<file path="config.mk">
export PLATFORM = sky130hd
export DESIGN_NAME = lhc_start_center
export DESIGN_NICKNAME = d
export VERILOG_FILES = /design/src/lhc_pkg.sv /design/src/lhc_start_center.sv
export SDC_FILE = /design/constraint.sdc
export NUM_CORES = 1
export LEC_CHECK = 0
export BUFFER_PORTS_ARGS = -buffer_cell sky130_fd_sc_hd__buf_4
export CORE_ASPECT_RATIO = 2
export CORE_UTILIZATION = 53
export DETAILED_ROUTE_END_ITERATION = 8
export MAX_ROUTING_LAYER = met4
export PLACE_DENSITY = 0.8
export SYNTH_ARGS = -nofsm -noshare
export SYNTH_HDL_FRONTEND = slang
export SYNTH_SLANG_ARGS = --single-unit
</file>
<file path="constraint.sdc">
create_clock -name core_clk_i -period 1.8 [get_ports core_clk_i]
set_input_delay 0.18 -clock core_clk_i [delete_from_list [all_inputs] [get_ports core_clk_i]]
set_output_delay 0.18 -clock core_clk_i [all_outputs]
set_load 0.05 [all_outputs]
</file>
<file path="src/lhc_pkg.sv">
// package with register indices, fields and constants for the lcd start centering block
package lhc_pkg;
  // ----------------------------------------
  // register indices
  // ----------------------------------------
  localparam logic [7:0] LHC_IDX_UNCENT  = 8'h40; // uncentered coarse start
  localparam logic [7:0] LHC_IDX_C720    = 8'h41; // 720-dot centered start
  localparam logic [7:0] LHC_IDX_C640    = 8'h42; // 640-dot centered start
  localparam logic [7:0] LHC_IDX_FINE    = 8'h43; // fine delay and line-clock width
  localparam logic [7:0] LHC_IDX_WIDTH   = 8'h44; // panel display width
  // ----------------------------------------
  // reset values and fields
  // ----------------------------------------
  localparam logic [7:0] LHC_RST_BYTE    = 8'h00; // reset value of every register
  localparam logic [7:0] LHC_FINE_MASK   = 8'h7f; // bit 7 reserved, reads zero
  localparam int         LHC_FD_UNC_LO   = 0;     // uncentered fine field low bit
  localparam int         LHC_FD_720_LO   = 2;     // 720 fine field low bit
  localparam int         LHC_FD_640_LO   = 4;     // 640 fine field low bit
  localparam int         LHC_LCW_BIT     = 6;     // line-clock width select
  localparam logic [7:0] LHC_HDE_LIMIT   = 8'h50; // crt display-enable threshold
  // ----------------------------------------
  // timing constants
  // ----------------------------------------
  localparam int         LHC_UNIT_SHIFT  = 2;     // coarse unit is 4 dot clocks
  localparam logic [3:0] LHC_LCW_NARROW  = 4'h4;  // line clock 4 dot clocks
  localparam logic [3:0] LHC_LCW_WIDE    = 4'h8;  // line clock 8 dot clocks
  localparam logic [10:0] LHC_POS_ONE    = 11'h001; // one-less compensation step
  // ----------------------------------------
  // selection and carrier types
  // ----------------------------------------
  typedef enum logic [1:0]
  {
    LHC_SEL_UNC = 2'b00,
    LHC_SEL_720 = 2'b01,
    LHC_SEL_640 = 2'b10
  } lhc_sel_t;
  typedef struct packed
  {
    logic       panel_800;   // panel is 800x600
    logic       gfx_800;     // 800x600 graphics mode active
    logic       text_mode;   // text mode (else graphics)
    logic       char_9;      // character clock 9 dots (else 8)
    logic       hexpand;     // horizontal expansion on
    logic [7:0] crt_hde;     // crt display-enable value
  } lhc_mode_t;
  typedef struct packed
  {
    logic       wr;          // write strobe
    logic       rd;          // read strobe
    logic [7:0] idx;         // register index
    logic [7:0] wdata;       // write data
  } lhc_req_t;
endpackage

</file>
<file path="src/lhc_start_center.sv">
// lcd display-enable and line-clock start generator with automatic centering
`timescale 1ns/1ps
module lhc_start_center
  import lhc_pkg::*;
(
  input  wire logic      core_clk_i,   // dot clock, 200 MHz
  input  wire logic      arst_n_i,     // async reset, active low
  input  wire lhc_req_t  req_i,        // indexed register access
  output logic [7:0]     rdata_o,      // read data, registered
  input  wire logic      crt_hstart_i, // crt display-enable start pulse
  input  wire lhc_mode_t mode_i,       // current mode conditions
  input  wire logic      pix_valid_i,  // pixel data from pipeline
  output logic           lcd_hde_o,    // lcd display-enable start pulse
  output logic           lcd_lclk_o,   // lcd line clock
  output logic           pix_send_o,   // pixel data forwarded to panel
  output logic [1:0]     sel_o         // active coarse register
);
  // ----------------------------------------
  // register file
  // ----------------------------------------
  logic [7:0] start_uncentered_reg;  // uncentered coarse start
  logic [7:0] start_center_720_reg;  // 720-dot coarse start
  logic [7:0] start_center_640_reg;  // 640-dot coarse start
  logic [7:0] fine_delay_ctrl_reg;   // fine fields and width bit
  logic [7:0] panel_width_reg;       // stored only, used elsewhere
  wire        wr_unc  = req_i.wr && (req_i.idx == LHC_IDX_UNCENT); // decode uncentered
  wire        wr_720  = req_i.wr && (req_i.idx == LHC_IDX_C720);   // decode 720
  wire        wr_640  = req_i.wr && (req_i.idx == LHC_IDX_C640);   // decode 640
  wire        wr_fine = req_i.wr && (req_i.idx == LHC_IDX_FINE);   // decode fine
  wire        wr_wid  = req_i.wr && (req_i.idx == LHC_IDX_WIDTH);  // decode width
  logic [7:0] rdata_next;            // read mux output
  always_comb
  begin
    unique case (req_i.idx)
      LHC_IDX_UNCENT: rdata_next = start_uncentered_reg;
      LHC_IDX_C720:   rdata_next = start_center_720_reg;
      LHC_IDX_C640:   rdata_next = start_center_640_reg;
      LHC_IDX_FINE:   rdata_next = fine_delay_ctrl_reg;
      LHC_IDX_WIDTH:  rdata_next = panel_width_reg;
      default:        rdata_next = LHC_RST_BYTE; // other indices not ours
    endcase
  end
  // register writes; reserved bit 7 of the fine register is never stored
  always_ff @(posedge core_clk_i or negedge arst_n_i)
  begin
    if (!arst_n_i)
    begin
      start_uncentered_reg <= LHC_RST_BYTE;
      start_center_720_reg <= LHC_RST_BYTE;
      start_center_640_reg <= LHC_RST_BYTE;
      fine_delay_ctrl_reg  <= LHC_RST_BYTE;
      panel_width_reg      <= LHC_RST_BYTE;
      rdata_o              <= LHC_RST_BYTE;
    end
    else
    begin
      if (wr_unc)  start_uncentered_reg <= req_i.wdata;
      if (wr_720)  start_center_720_reg <= req_i.wdata;
      if (wr_640)  start_center_640_reg <= req_i.wdata;
      if (wr_fine) fine_delay_ctrl_reg  <= req_i.wdata & LHC_FINE_MASK;
      if (wr_wid)  panel_width_reg      <= req_i.wdata;
      if (req_i.rd) rdata_o <= rdata_next;
    end
  end
  // ----------------------------------------
  // automatic coarse selection
  // ----------------------------------------
  // both centered choices need an 800 panel, no 800 graphics, no expansion
  wire center_ok = mode_i.panel_800 && !mode_i.gfx_800 && !mode_i.hexpand;
  wire hde_big   = mode_i.crt_hde > LHC_HDE_LIMIT;
  wire use_720   = center_ok && (mode_i.text_mode ? mode_i.char_9 : hde_big);
  wire use_640   = center_ok && !mode_i.char_9 && !hde_big && !use_720;
  lhc_sel_t sel_now;                 // selection for this line
  // priority makes the choice one-hot; anything else falls to uncentered
  assign sel_now = use_720 ? LHC_SEL_720 : (use_640 ? LHC_SEL_640 : LHC_SEL_UNC);
  // ----------------------------------------
  // start position arithmetic
  // ----------------------------------------
  wire [7:0]  coarse_sel = (sel_now == LHC_SEL_720) ? start_center_720_reg :
                           (sel_now == LHC_SEL_640) ? start_center_640_reg :
                           start_uncentered_reg;
  wire [1:0]  fine_sel   = (sel_now == LHC_SEL_720) ? fine_delay_ctrl_reg[LHC_FD_720_LO +: 2] :
                           (sel_now == LHC_SEL_640) ? fine_delay_ctrl_reg[LHC_FD_640_LO +: 2] :
                           fine_delay_ctrl_reg[LHC_FD_UNC_LO +: 2];
  // centered values are stored one less than the start parameter
  wire        is_center  = (sel_now != LHC_SEL_UNC);
  wire [10:0] coarse_pos = {1'b0, coarse_sel, 2'b00};
  wire [10:0] pos_next   = coarse_pos + {9'h000, fine_sel}
                           + (is_center ? (LHC_POS_ONE << LHC_UNIT_SHIFT) : 11'h000);
  // ----------------------------------------
  // lcd horizontal counter
  // ----------------------------------------
  logic        restart_reg;          // crt start delayed one dot
  logic [10:0] hcnt_reg;             // dot count since lcd restart
  logic [10:0] pos_reg;              // start position latched per line
  logic        armed_reg;            // start not yet issued this line
  logic        hde_reg;              // start pulse
  logic [3:0]  lclk_cnt_reg;         // remaining line-clock dots
  logic [1:0]  sel_reg;              // selection latched per line
  wire  [3:0]  lclk_len = fine_delay_ctrl_reg[LHC_LCW_BIT] ? LHC_LCW_WIDE : LHC_LCW_NARROW;
  // lcd counter starts one dot after the crt one, so both sides see value minus one
  wire         hit      = armed_reg && !restart_reg && (hcnt_reg == pos_reg);
  // the line value is latched at restart so a mid-line mode change cannot tear it
  always_ff @(posedge core_clk_i or negedge arst_n_i)
  begin
    if (!arst_n_i)
    begin
      restart_reg  <= 1'b0;
      hcnt_reg     <= 11'h000;
      pos_reg      <= 11'h000;
      armed_reg    <= 1'b0;
      hde_reg      <= 1'b0;
      lclk_cnt_reg <= 4'h0;
      sel_reg      <= LHC_SEL_UNC;
    end
    else
    begin
      restart_reg <= crt_hstart_i;
      hde_reg     <= hit;
      if (restart_reg)
      begin
        hcnt_reg  <= 11'h000;
        pos_reg   <= pos_next;
        sel_reg   <= sel_now;
        armed_reg <= 1'b1;
      end
      else
      begin
        hcnt_reg <= hcnt_reg + 11'h001;
        if (hit) armed_reg <= 1'b0;
      end
      if (hit)
        lclk_cnt_reg <= lclk_len;
      else if (lclk_cnt_reg != 4'h0)
        lclk_cnt_reg <= lclk_cnt_reg - 4'h1;
    end
  end
  assign lcd_hde_o  = hde_reg;
  assign lcd_lclk_o = (lclk_cnt_reg != 4'h0);
  assign sel_o      = sel_reg;
  // pixel data is released in the same cycle as the enable start pulse
  logic send_reg;                    // display active on this line
  always_ff @(posedge core_clk_i or negedge arst_n_i)
  begin
    if (!arst_n_i)
      send_reg <= 1'b0;
    else if (restart_reg)
      send_reg <= 1'b0;
    else if (hit)
      send_reg <= 1'b1;
  end
  assign pix_send_o = send_reg && pix_valid_i;
endmodule

</file>
==> flow_metrics.tcl <==
set metrics [dict create \
    status "finished, violations left" \
    violations "negative setup slack" \
    synth_edf_count 0 \
    clockRootBuffer "clkbuf_16" \
    final_common_cell "buf_4" \
    reg2reg_from "start_center_640_reg[4]" \
    drc_errors 0 \
    num-fill-cells 581 \
    rsz0062_at_grt "true" \
    cp_max_fo 4 \
    core-area_um2 7540 \
    stdcell_area_um2 5400 \
    final_cell_mix "81 x buf_4, 79 x dfrtp_1, 29 x mux2_2" \
    vdd_drop_max_mv 0.632 \
    antenna_found_initial 0 \
    drv_slew 0 \
    min_from "req_i[7]" \
    worst_hold_slack_ns 0.103 \
    grt_use_total_pct 30.3 \
    clk_pin_slew_ns 0.06 \
    fin_cells 553 \
    synth-warning-count 0 \
    ys_types 49 \
    slew_headroom_pct 61.3 \
    wl_met2_um 6210 \
    final_nets 496 \
    worstPathArrival_ns 2.47 \
    dp_hpwl_um 8230 \
    syn_inst 368 \
    wl_per_cell_um 19.4 \
    dp_cells 531 \
    endpoint_kind "flop" \
    clk_latency_ns 0.34 \
    wl_met3_um 276 \
    hold_path.class "in2reg" \
    drt-met1-wl_um 3540 \
    grt_pass1_wl_um 17400 \
    r2r-end "pos_reg[9]" \
    ios 48 \
    yosysSeqAreaShare_pct 48.3 \
    clockBufferDepth 2 \
    tightest_slew_ns 0.579 \
    grt-ovfl-total 0 \
    cts_inserted_buffers 9 \
    fp-row-count 45 \
    clock.fmax_mhz 441 \
    initial_core_util_pct 54.3 \
    top_layer_used "met4" \
    async_reset_ff_share_pct 100 \
    fp.dieArea_um2 8110 \
    setup_violations 11 \
    cts_sinks 79 \
    num_vias 3319 \
    drive_gt1_share_pct 39.0 \
    cts_tree "done" \
    leakage_nw 2.41 \
    regToRegSetupSlack_ns 0.03 \
    ys_seq_elements 79 \
    p_total_mw 4.63 \
    finalCritPeriodShare_pct 126 \
    io_buffers 47 \
    dieWidth_um 64.2 \
    synth_top_flop_cell "dfrtp_1" \
    multi_input_area_um2 2170 \
    vias_per_cell 6.00 \
    grt_pass1_vias 3564 \
    final-seq-area_um2 1980 \
    rr_worst_depth 6 \
    gp_congestion 1.00 \
    min_to "start_center_720_reg[7]" \
    cp.required_ns 2.01 \
    syn-num-nets 408 \
    h-tree-depth 3 \
    fp.dieH_um 126 \
    critPathKind "in2reg" \
    routed_wl_um 10700 \
    placed_cell_area_um2 4960 \
    finalHoldViolations 0 \
    powerDensity_nw_per_um2 857 \
    syn_avg_cell_area_um2 11.1 \
    fin_crit_ns 2.27 \
    antenna_cells 0 \
    syn_to_final_growth_pct 31.9 \
    cap_violations 0 \
    cp-start-kind "input pin" \
    syn_area_um2 4100 \
    fin_ws_ns -0.466 \
    fin_worst_skew_ns 0.00617 \
    min_path_cells 2 \
    dr.pass1.iters 4 \
    grt_max_degree 50 \
    ant_nets 0 \
    first_iter_violations 123 \
]
metal layers:
layer / vias to the layer above / track usage, %
met5: - / -
met1: 1645 / 28.0
li1: 1515 / -
met3: 51 / 4.68
met2: 108 / 55.1
met4: 0 / 20.9
cells by family after synthesis:
family	after synthesis	share of synthesized area [%]
AO/OA/AOI/OAI	64	9.96
XOR/XNOR	26	5.56
adder cells (fa/ha/maj)	5	1.53
buffers and inverters	29	2.84
flip-flops	79	48.3
multiplexers	61	18.4
AND/OR/NAND/NOR	104	13.4
layout make-up:
class,instances,area share (%)
Sequential cell,79,36.6
Timing Repair Buffer,92,14.5
Inverter,14,0.973
Clock inverter,4,1.34
Multi-Input combinational cell,260,40.2
Clock buffer,10,4.24
Tap cell,94,2.18
metrics by stage:
stage	utilization, %	setup TNS, ns	setup WS (ns)
final	71.6	-3.47	-0.466
after global routing	71.6	-4.22	-0.541
after CTS	71.4	-3.91	-0.506
after detailed placement	65.8	-14.56	-0.914
after global placement	65.8	-12.52	-0.833
after floorplan	-	-8.87	-0.790
repair_timing:
action	CTS	global route
hold buffers	2	0
cloned	0	0
endpoints found under the hold margin	31	0
endpoints found under the setup margin	12	12
setup buffers	5	1
gates resized for setup	16	3
pin swaps	13	9
Yosys cell counts, types with 2 or more instances:
cell	n	area share, %
and2_1	2	0.31
o31ai_1	2	0.37
o211ai_1	2	0.37
a21oi_1	13	1.6
nor2_1	21	1.9
nor2_2	2	0.31
nand2b_1	2	0.31
inv_1	14	1.3
nand2_1	19	1.7
a211oi_1	3	0.55
o21ai_0	15	1.8
mux2i_1	9	2.2
a21boi_0	2	0.37
nor2b_1	4	0.61
nand3_1	11	1.3
a31oi_1	4	0.61
mux4_2	7	3.8
or4_1	2	0.37
a22oi_1	7	1.3
dfrtp_1	79	48
and3_1	5	0.76
xnor2_1	17	3.6
a221oi_1	2	0.43
and4_1	2	0.43
nor3_1	9	1.1
mux2_2	45	12
or3_1	6	0.92
xor2_1	9	1.9
nor3b_1	3	0.55
ha_1	5	1.5
nand4_1	10	1.5
o22ai_1	6	0.92
clkbuf_1	13	1.2
critical path, stage by stage:
cell and delay, ns:
buf_6 0.09, or4_4 0.52, a221o_1 0.37, nor2_4 0.15
mux2i_1 0.24, o21ai_2 0.09, ha_4 0.21, ha_4 0.17
o31a_1 0.12, o31ai_2 0.08, xor2_1 0.17, a21oi_1 0.08
worst max-delay path by stage:
stage                     slack [ns]  startpoint  depth (start not counted)          to
after global routing           -0.54   mode_i[3]                         12  pos_reg[8]
after global placement         -0.83   mode_i[0]                         11  pos_reg[5]
after floorplan                -0.79   mode_i[0]                         11  pos_reg[6]
final                          -0.47   mode_i[3]                         12  pos_reg[8]
after CTS                      -0.51   mode_i[3]                         12  pos_reg[8]
after detailed placement       -0.91   mode_i[0]                         11  pos_reg[6]
power breakdown:
| group | internal [mW] | switching (mW) | total [mW] |
|---|---|---|---|
| combinational | 0.378 | 0.373 | 0.751 |
| clock | 1.20 | 0.679 | 1.87 |
| sequential | 1.90 | 0.105 | 2.01 |
| total | 3.47 | 1.16 | 4.63 |
(Power assumes the default switching activity.)
